--- src/hw/nfcr_pkg.sv ---
// package of register map, field layout, reset values and timing for the configuration page
package nfcr_pkg;
  localparam logic [7:0] OFF_SPEED    = 8'h1f;
  localparam logic [7:0] OFF_PAGE     = 8'h20;
  localparam logic [7:0] OFF_CRC_HI   = 8'h21;
  localparam logic [7:0] OFF_CRC_LO   = 8'h22;
  localparam logic [7:0] OFF_GSNOFF   = 8'h23;
  localparam logic [7:0] OFF_PULSE_WIDTH_VALUE = 8'h24;
  localparam logic [7:0] OFF_TXPHASE  = 8'h25;
  // chosen offsets for the driver-on conductance register and loose control and status bits
  localparam logic [7:0] OFF_GSNON    = 8'h27;
  localparam logic [7:0] OFF_CTRL     = 8'h40;
  localparam logic [7:0] OFF_STATUS   = 8'h44;

  localparam logic [7:0] RST_SPEED    = 8'heb;
  localparam logic [7:0] RST_PAGE     = 8'h00;
  localparam logic [7:0] RST_CRC      = 8'hff;
  localparam logic [7:0] RST_GSN      = 8'h88;
  localparam logic [7:0] RST_PULSE_WIDTH_VALUE = 8'h26;
  localparam logic [7:0] RST_TXPHASE  = 8'h87;
  localparam logic [7:0] RST_CTRL     = 8'h00;

  localparam int PAGE_EN_BIT   = 7;
  localparam logic [7:0] PAGE_MASK = 8'h83;
  localparam int CTRL_PWRDN    = 0;
  localparam int CTRL_HIGH_BIT_FIRST_ORDER = 1;
  localparam int CTRL_DRVON    = 2;
  localparam int CTRL_LOADMOD  = 3;
  localparam logic [7:0] CTRL_MASK = 8'h0f;
  localparam int RXCLK_BIT     = 7;
  localparam logic [3:0] GS_TOP = 4'h8;
  localparam logic [4:0] SUB_PERIOD = 5'h10;
  localparam logic [7:0] MOD_MOD8_MASK = 8'h07;

  typedef struct packed {
    logic [3:0] idle;
    logic [3:0] mod;
  } nfcr_gsn_t;

  typedef struct packed {
    logic [2:0] coarse;
    logic [3:0] fine;
  } nfcr_speed_t;
endpackage : nfcr_pkg

--- src/hw/nfcr_config_regs.sv ---
// configuration page registers of the contactless frontend with apb slave
//
// Added by the designer: the APB register port.
`timescale 1ns/1ps
module nfcr_config_regs #(
  parameter int ADDR_W = 10
) (
  input  wire logic              ref_clk,
  input  wire logic              reset,
  input  wire logic              psel,
  input  wire logic              penable,
  input  wire logic              pwrite,
  input  wire logic [ADDR_W-1:0] paddr,
  input  wire logic [31:0]       pwdata,
  input  wire logic [3:0]        pstrb,
  output logic                   pready,
  output logic [31:0]            prdata,
  output logic                   pslverr,
  input  wire logic [5:0]        hostAddrLatch,
  input  wire logic [3:0]        hostAddrPins,
  input  wire logic              hostUsesPins,
  output logic [5:0]             effRegAddr,
  input  wire logic [15:0]       checksumValue,
  input  wire logic              checksumReady,
  output nfcr_pkg::nfcr_speed_t  uartSpeed,
  output nfcr_pkg::nfcr_gsn_t    nConductance,
  input  wire logic              isInitiator,
  input  wire logic              isPassiveTarget106,
  output logic [8:0]             millerPulseClocks,
  output logic [4:0]             subLowClocks,
  output logic [4:0]             subHighClocks,
  output logic [6:0]             transmitPhaseOffset,
  output logic                   receiveClockSource
);
  import nfcr_pkg::*;

  // the register index sits in byte address bits 9..2
  if (ADDR_W < 10)
  begin : g_addr_w_check
    $error("nfcr_config_regs: ADDR_W must be at least 10");
  end

  logic [7:0] speed_r;
  logic [7:0] page_r;
  logic [7:0] gsnOff_r;
  logic [7:0] gsnOn_r;
  logic [7:0] pulse_width_value_r;
  logic [7:0] txPhase_r;
  logic [7:0] ctrl_r;
  logic [7:0] rdData_nxt;
  logic       mapped_nxt;
  logic [7:0] crcHi;
  logic [7:0] crcLo;
  logic [7:0] regOff;
  logic       wrStb;
  logic       wrEn;
  logic [7:0] wrByte;
  logic       pwrDown;
  logic       high_bit_first_order;
  nfcr_gsn_t  gsSel;

  // zero-wait slave; register index is the word address, byte address is four times it
  assign pready  = 1'b1;
  assign regOff  = paddr[9:2];
  assign wrStb   = psel && penable && pwrite && pstrb[0];
  assign wrEn    = wrStb && (paddr[1:0] == 2'b00); // unaligned writes dropped
  assign wrByte  = pwdata[7:0];
  assign pwrDown = ctrl_r[CTRL_PWRDN];
  assign high_bit_first_order = ctrl_r[CTRL_HIGH_BIT_FIRST_ORDER];

  // writable registers, reserved page bits masked
  always_ff @(posedge ref_clk)
  begin
    if (reset)
    begin
      speed_r    <= RST_SPEED;
      page_r     <= RST_PAGE;
      gsnOff_r   <= RST_GSN;
      gsnOn_r    <= RST_GSN;
      pulse_width_value_r <= RST_PULSE_WIDTH_VALUE;
      txPhase_r  <= RST_TXPHASE;
      ctrl_r     <= RST_CTRL;
    end
    else if (wrEn)
    begin
      unique case (regOff)
        OFF_SPEED:    speed_r    <= wrByte & 8'hef;
        OFF_PAGE:     page_r     <= wrByte & PAGE_MASK;
        OFF_GSNOFF:   gsnOff_r   <= wrByte;
        OFF_GSNON:    gsnOn_r    <= wrByte;
        OFF_PULSE_WIDTH_VALUE: pulse_width_value_r <= wrByte;
        OFF_TXPHASE:  txPhase_r  <= wrByte;
        OFF_CTRL:     ctrl_r     <= wrByte & CTRL_MASK;
        default:      ;
      endcase
    end
  end

  // checksum bytes, bit order reversed per byte in high-bit-first mode
  always_comb
  begin
    for (int i = 0; i < 8; i++)
    begin
      crcHi[i] = high_bit_first_order ? checksumValue[15-i] : checksumValue[8+i];
      crcLo[i] = high_bit_first_order ? checksumValue[7-i]  : checksumValue[i];
    end
  end

  // read decode; unmapped offsets answer with slave error
  always_comb
  begin
    rdData_nxt = 8'h00;
    mapped_nxt = 1'b1;
    unique case (regOff)
      OFF_SPEED:    rdData_nxt = speed_r;
      OFF_PAGE:     rdData_nxt = page_r;
      OFF_CRC_HI:   rdData_nxt = reset ? RST_CRC : crcHi;
      OFF_CRC_LO:   rdData_nxt = reset ? RST_CRC : crcLo;
      OFF_GSNOFF:   rdData_nxt = gsnOff_r;
      OFF_GSNON:    rdData_nxt = gsnOn_r;
      OFF_PULSE_WIDTH_VALUE: rdData_nxt = pulse_width_value_r;
      OFF_TXPHASE:  rdData_nxt = txPhase_r;
      OFF_CTRL:     rdData_nxt = ctrl_r;
      OFF_STATUS:   rdData_nxt = {7'h00, checksumReady};
      default:      mapped_nxt = 1'b0;
    endcase
    if (paddr[1:0] != 2'b00)
      mapped_nxt = 1'b0;
  end

  // error valid in the access phase
  assign pslverr = psel && penable && !mapped_nxt;

  // read data captured at the end of setup so it stands through the access phase
  always_ff @(posedge ref_clk)
  begin
    if (reset)
      prdata <= 32'h00000000;
    else if (psel && !penable)
      prdata <= pwrite ? 32'h00000000 : {24'h000000, rdData_nxt};
    else if (!psel)
      prdata <= 32'h00000000;
  end

  // effective register address from page or latch
  always_comb
  begin
    if (page_r[PAGE_EN_BIT])
      effRegAddr = {page_r[1:0], hostUsesPins ? hostAddrPins : hostAddrLatch[3:0]};
    else
      effRegAddr = hostAddrLatch;
  end

  // driver n conductance select and power-down forcing
  always_comb
  begin
    gsSel = (ctrl_r[CTRL_DRVON] && !ctrl_r[CTRL_LOADMOD]) ? gsnOn_r : gsnOff_r;
    nConductance.idle = pwrDown ? (gsSel.idle | GS_TOP) : gsSel.idle;
    nConductance.mod  = pwrDown ? (gsSel.mod | GS_TOP) : gsSel.mod;
  end

  // modulation timing outputs
  always_comb
  begin
    millerPulseClocks = 9'h000;
    subLowClocks      = 5'h00;
    subHighClocks     = 5'h00;
    if (isInitiator)
      millerPulseClocks = {1'b0, pulse_width_value_r} + 9'h001;
    else if (isPassiveTarget106)
    begin
      subLowClocks  = {2'b00, pulse_width_value_r[2:0]} + 5'h01;
      subHighClocks = SUB_PERIOD - subLowClocks;
    end
  end

  assign uartSpeed           = {speed_r[7:5], speed_r[3:0]};
  assign transmitPhaseOffset = txPhase_r[6:0];
  assign receiveClockSource  = txPhase_r[RXCLK_BIT];
endmodule : nfcr_config_regs

--- config.mk ---
export PLATFORM = sky130hd
export DESIGN_NAME = nfcr_config_regs
export DESIGN_NICKNAME = d
export VERILOG_FILES = /design/src/hw/nfcr_pkg.sv /design/src/hw/nfcr_config_regs.sv
export SDC_FILE = /design/constraint.sdc
export NUM_CORES = 1
export LEC_CHECK = 0
export BUFFER_PORTS_ARGS = -buffer_cell sky130_fd_sc_hd__buf_2
export CAP_MARGIN = 0
export CORE_ASPECT_RATIO = 1.5
export CORE_MARGIN = 3
export CORE_UTILIZATION = 37
export CTS_CLUSTER_SIZE = 10
export DETAILED_ROUTE_END_ITERATION = 12
export GPL_TIMING_DRIVEN = 0
export HOLD_SLACK_MARGIN = 0.05
export PLACE_DENSITY = 0.67
export SLEW_MARGIN = 25
export SYNTH_ARGS = -nofsm -noshare
export SYNTH_HDL_FRONTEND = slang
export SYNTH_SLANG_ARGS = --single-unit
--- constraint.sdc ---
create_clock -name ref_clk -period 2.35 [get_ports ref_clk]
set_input_delay 0.47 -clock ref_clk [delete_from_list [all_inputs] [get_ports ref_clk]]
set_output_delay 0.47 -clock ref_clk [all_outputs]
set_load 0.01 [all_outputs]
Word level (Yosys, flattened, before mapping)
Cells that the tools add are included.
Word-level totals
  flip-flop bits (word level): 78
  bits of input ports: 81
  word-level logic and storage cells: 74
Operators by class
  add/sub/neg operators: 3
  eq/ne operators: 11
  multiplexer cells: 32
  reductions and logical operators: 20
Operators with widths (count)
  $pmux 8 s10: 1
  $mux 32: 2
  $eq 8x6->1 const B: 7
  $mux 4: 5
  $mux 1: 18
  $eq 8x7->1 const B: 2
  $mux 8: 2
  $reduce_and 2->1: 7
  $mux 5: 2
  $reduce_or 10->1: 1
  $add 8x1->9 const B: 1
  $mux 9: 1
  $eq 8x5->1 const B: 1
  $logic_and 1x1->1: 7
  $mux 6: 1
  $sub 5x4->5 const A: 1
  $add 3x1->4 const B: 1
  $logic_not 1->1: 3
  $logic_not 2->1: 1
  $ne 2x1->1 const B: 1
  $reduce_bool 2->1: 1

Logic depth before layout (Yosys ltp)
  word-level depth: 6
  mapped depth: 7

Worst setup path after synthesis
Ideal clock, no wire load.
  kind: in2out
  start: in paddr[6]
  end: out pslverr
  arrival time: 1627 ps
  path slack: 253 ps
  stages: 6
  buffers on the path: 2
  path through: buf_6 -> and4b_1 -> clkbuf_1 -> a22o_1 -> a211o_2 -> a21oi_1
On the way
  longest elaborated chain between the ends: 6
Ends and longest elaborated chain
  start, declared: RTL line nfcr_config_regs.sv:13  | input wire logic [ADDR_W-1:0] paddr,
  $eq 8x7->1 (tied with other cells): RTL line nfcr_config_regs.sv:114  | unique case (regOff)
  $reduce_or 10->1 (no line) (*)
  $mux 1 (*): RTL line nfcr_config_regs.sv:114
  $mux 1 (*): RTL line nfcr_config_regs.sv:127  | if (paddr[1:0] != 2'b00)
  $logic_not 1->1 (*): RTL line nfcr_config_regs.sv:132  | assign pslverr = psel && penable && !mapped_nxt;
  $logic_and 1x1->1 (*): RTL line nfcr_config_regs.sv:132
  end, declared: RTL line nfcr_config_regs.sv:18  | output logic pslverr,
Every way passes the cells marked *; elsewhere a longest branch is shown, timed or not.

Worst setup path in the final report
  start: in paddr[5]
  end: out pslverr
Same word-level chain as after synthesis.

==> out/metrics.cfg <==
[yosys]
synth_warnings = 0
mappedNetlistArea_um2 = 3550
synth_area_leader_cell = dfxtp_1
ys_seq_area_share_pct = 30.5
yosys-top-cells-area = dfxtp_1 30%, mux2i_1 12%, mux2_2 7.9%
synth_seq_cells = 54
ys_types = 53
synth_top_area_share_pct = 30.5
ys_async_sr_fraction_pct = 0
syn_inst = 401
syn_avg_cell_area_um2 = 8.85
synthFlopType = dfxtp_1
synth_edf_count = 0

[layout]
n_antenna_cell = 0
drive_gt1_share_pct = 38.1
area_delta_synth_final_pct = 25.4
num-nets-final = 618
nFillCells = 913

[die]
num_io_pins = 163
die_width_um = 85.9
start_util_pct = 38.1
core.rowCount = 43
die_area_um2 = 10800
die_y_um = 126
core_area_um2 = 9310

[clocking]
h-tree-depth = 2
postCtsHoldBufs = 0
clkSinkCount = 54
cts_tree = done
cts-root-buf = clkbuf_16
cts_made_buffers = 5
cts_buffer_depth = 2
clk_pin_slew_ns = 0.06
clock_latency_ns = 0.29

[critical_path]
worst_ep_arrival_time_ns = 1.75
path_max_fanout = 8
cpLargestDelayFamily = compound AO/OA/AOI/OAI gates
endpoint_kind = output port
critical_path_class = in2out
cp_cell_sequence = buf_2 -> and4b_1 -> a22o_1 -> a211o_2 -> a21oi_1 -> buf_2
critical_path.most_common_cell = buf_2
cp.required_ns = 1.88
cp_slowest_cell = and4b_1
cp-start-kind = primary input
slowest_delay_ns = 0.34
critPathBufInv = 2

[route]
drt_wl_total_um = 10800
drtIter0Drc = 294
final_antenna_net_count = 0
route.detailed.drc = 0
drtPass1Iterations = 5
vias_per_cell = 5.24
vias = 3395
wire_per_inst_um = 16.7

[run]
drv_cap = 0

[sta]
period_needed_ns = 2.22
slew_viol_final = 0
skew_ns = 0.00770
timing.final.crit_share_pct = 94.6
final-hold-violation-count = 0
fmax_mhz = 450
fin_setup_tns_ns = 0
max_slew_margin_pct = 41.0
tightest_slew_ns = 0.883
grt_setup_unrepaired = no
finalSetupViolations = 0
holdWs_ns = 0.451

[placed_design]
io_buffers = 106
dpl.hpwl_um = 8730
gp_congestion = 0.941

[pwr]
power.share.clock_pct = 37.6
p_leak_nw = 2.21
seq_power_share_pct = 48.0
switchingPower_uw = 482
power.density_nw_per_um2 = 429
pwr-share-comb_pct = 14.5
irDropWorstVdd_v = 0.000257
switching_share_pct = 25.3
p_int_mw = 1.42

[global_route]
overflow = 0
grt_pass1_wl_um = 16700
grt_max_degree = 16
grt_pass1_vias = 3244
antenna_found_initial = 0
track_usage_pct = 19.4

[worst_hold_path]
hold_class = reg2reg

[outcome]
outcome = finished, final reports clean

[area by class of cell]
type	instances	area, µm²	share of cell area [%]
clock inverter	1	7.51	0.169
sequential	54	1080	24.3
timing repair buffer	107	538	12.1
tap	112	140	3.15
multi-input combinational	310	2200	49.4
buffer	48	319	7.17
clock buffer	6	129	2.90
inverter	10	37.5	0.844
[per-stage QoR]
| step | setup WS (ns) | utilization [%] | cells | total power, mW | cell area, µm² |
|---|---|---|---|---|---|
| detailed placement | 0.0388 | 46.3 | 643 | 1.21 | 4310 |
| global placement | 0.0305 | 46.3 | 643 | 1.20 | 4310 |
| CTS | 0.0288 | 47.8 | 650 | 1.91 | 4450 |
| floorplan | 0.253 | - | 425 | 1.10 | 3640 |
| global route | 0.0172 | 47.8 | 648 | 1.95 | 4450 |
| finish | 0.126 | 47.8 | 648 | 1.91 | 4450 |
[layer usage]
| layer | part of all wire (%) | track usage, % |
|---|---|---|
| met2 | 51 | 35.2 |
| met4 | 3.8 | 8.01 |
| met1 | 38 | 22.4 |
| met5 | 0 | 0 |
| met3 | 7.1 | 2.68 |
[logic make-up after synthesis]
family / count (synthesis) / share of synthesized area, %
DFF: 54 / 30.5
xor gates and xnor gates: 5 / 1.23
muxes: 69 / 20.4
adders and majority gates: 1 / 0.353
buffers and inverters: 61 / 10.3
and+or+nand+nor: 142 / 22.9
AOI/OAI and AO/OA: 67 / 14.1
other: 2 / 0.212
[worst paths after layout]
path / from / to / slack [ns] / depth (start not counted)
min reg2reg: prdata[5]$_SDFFE_PP0P_ / prdata[5]$_SDFFE_PP0P_ / 0.45 / 2
min: prdata[5]$_SDFFE_PP0P_ / prdata[5]$_SDFFE_PP0P_ / 0.45 / 2
max reg2reg: ctrl_r[1]$_SDFFE_PP0P_ / prdata[0]$_SDFFE_PP0P_ / 0.28 / 6
max: paddr[5] / pslverr / 0.13 / 6
[tightest hold or removal path: cells and delay by family (launching register included)]
family          cells  cell delay (ns)
simple gates        1             0.06
compound gates      1             0.04
flops               1             0.32
[state kept, by name, summed over array words and instances, names as in the netlist]
signal and cells:
pulse_width_value_r 8, page_r 3, prdata 8, txPhase_r 8
ctrl_r 4, gsnOn_r 8, speed_r 7, gsnOff_r 8
[synthesized netlist by cell type, types with 2 or more instances]
| cell | count |
|---|---|
| o221ai_1 | 2 |
| nand3b_1 | 4 |
| inv_1 | 10 |
| nor4b_4 | 2 |
| nand2b_1 | 5 |
| a21oi_1 | 5 |
| conb_1 | 2 |
| a211o_1 | 8 |
| or3_1 | 3 |
| nor2_1 | 49 |
| a21boi_0 | 3 |
| buf_4 | 30 |
| o22ai_1 | 5 |
| dfxtp_1 | 54 |
| buf_2 | 8 |
| a221oi_1 | 3 |
| nor4bb_1 | 2 |
| mux2_2 | 25 |
| and4b_1 | 2 |
| a22o_1 | 3 |
| xor2_1 | 2 |
| a22oi_1 | 12 |
| nor3_1 | 4 |
| buf_6 | 2 |
| nor3b_1 | 3 |
| nand3_2 | 3 |
| mux2i_1 | 44 |
| nor4b_1 | 2 |
| nand2_1 | 29 |
| o21ai_2 | 8 |
| o211ai_1 | 6 |
| o21ai_0 | 7 |
| and2_1 | 4 |
| nor4b_2 | 3 |
| clkbuf_1 | 10 |
| xnor2_1 | 3 |
| nor2b_1 | 3 |
| nand3_1 | 16 |
[timing repair]
item | 4_1_cts | 5_1_grt
setup endpoints to repair | 2 | 5
pin swaps | 0 | 1
resized for setup | 2 | 1
buffers inserted | 0 | 1
cloned | 0 | 0
[power groups by stage]
| stage | sequential [mW] | clock [mW] | combinational (mW) |
|---|---|---|---|
| after floorplan | 0.936 | 0 | 0.163 |
| after global placement | 0.936 | 0 | 0.268 |
| after detailed placement | 0.936 | 0 | 0.271 |
| after CTS | 0.914 | 0.721 | 0.272 |
| after global routing | 0.914 | 0.743 | 0.297 |
| final | 0.914 | 0.717 | 0.276 |
[cell usage in the layout (no fill, tap or decap), types with 3 or more instances in the layout]
cell,synthesis,final
nand2b_1,5,5
o22ai_1,5,5
buf_2,8,114
a22o_1,3,3
nand2_1,29,29
mux2i_1,44,44
conb_1,2,26
a21oi_1,5,5
nor3_1,4,4
buf_4,30,31
inv_1,10,10
nor3b_1,3,3
a221oi_1,3,3
nand3_1,16,15
o21ai_2,8,8
xnor2_1,3,3
nand3b_1,4,4
a211o_1,8,8
mux2_2,25,25
dfxtp_1,54,54
clkbuf_1,10,7
nor2b_1,3,3
and2_1,4,4
or3_1,3,3
o21ai_0,7,7
nand3_2,3,4
a22oi_1,12,12
nor4b_2,3,3
nor2_1,49,49
clkbuf_16,0,5
a21boi_0,3,3
o211ai_1,6,6
Note: power is estimated with default switching activity, not from simulation.
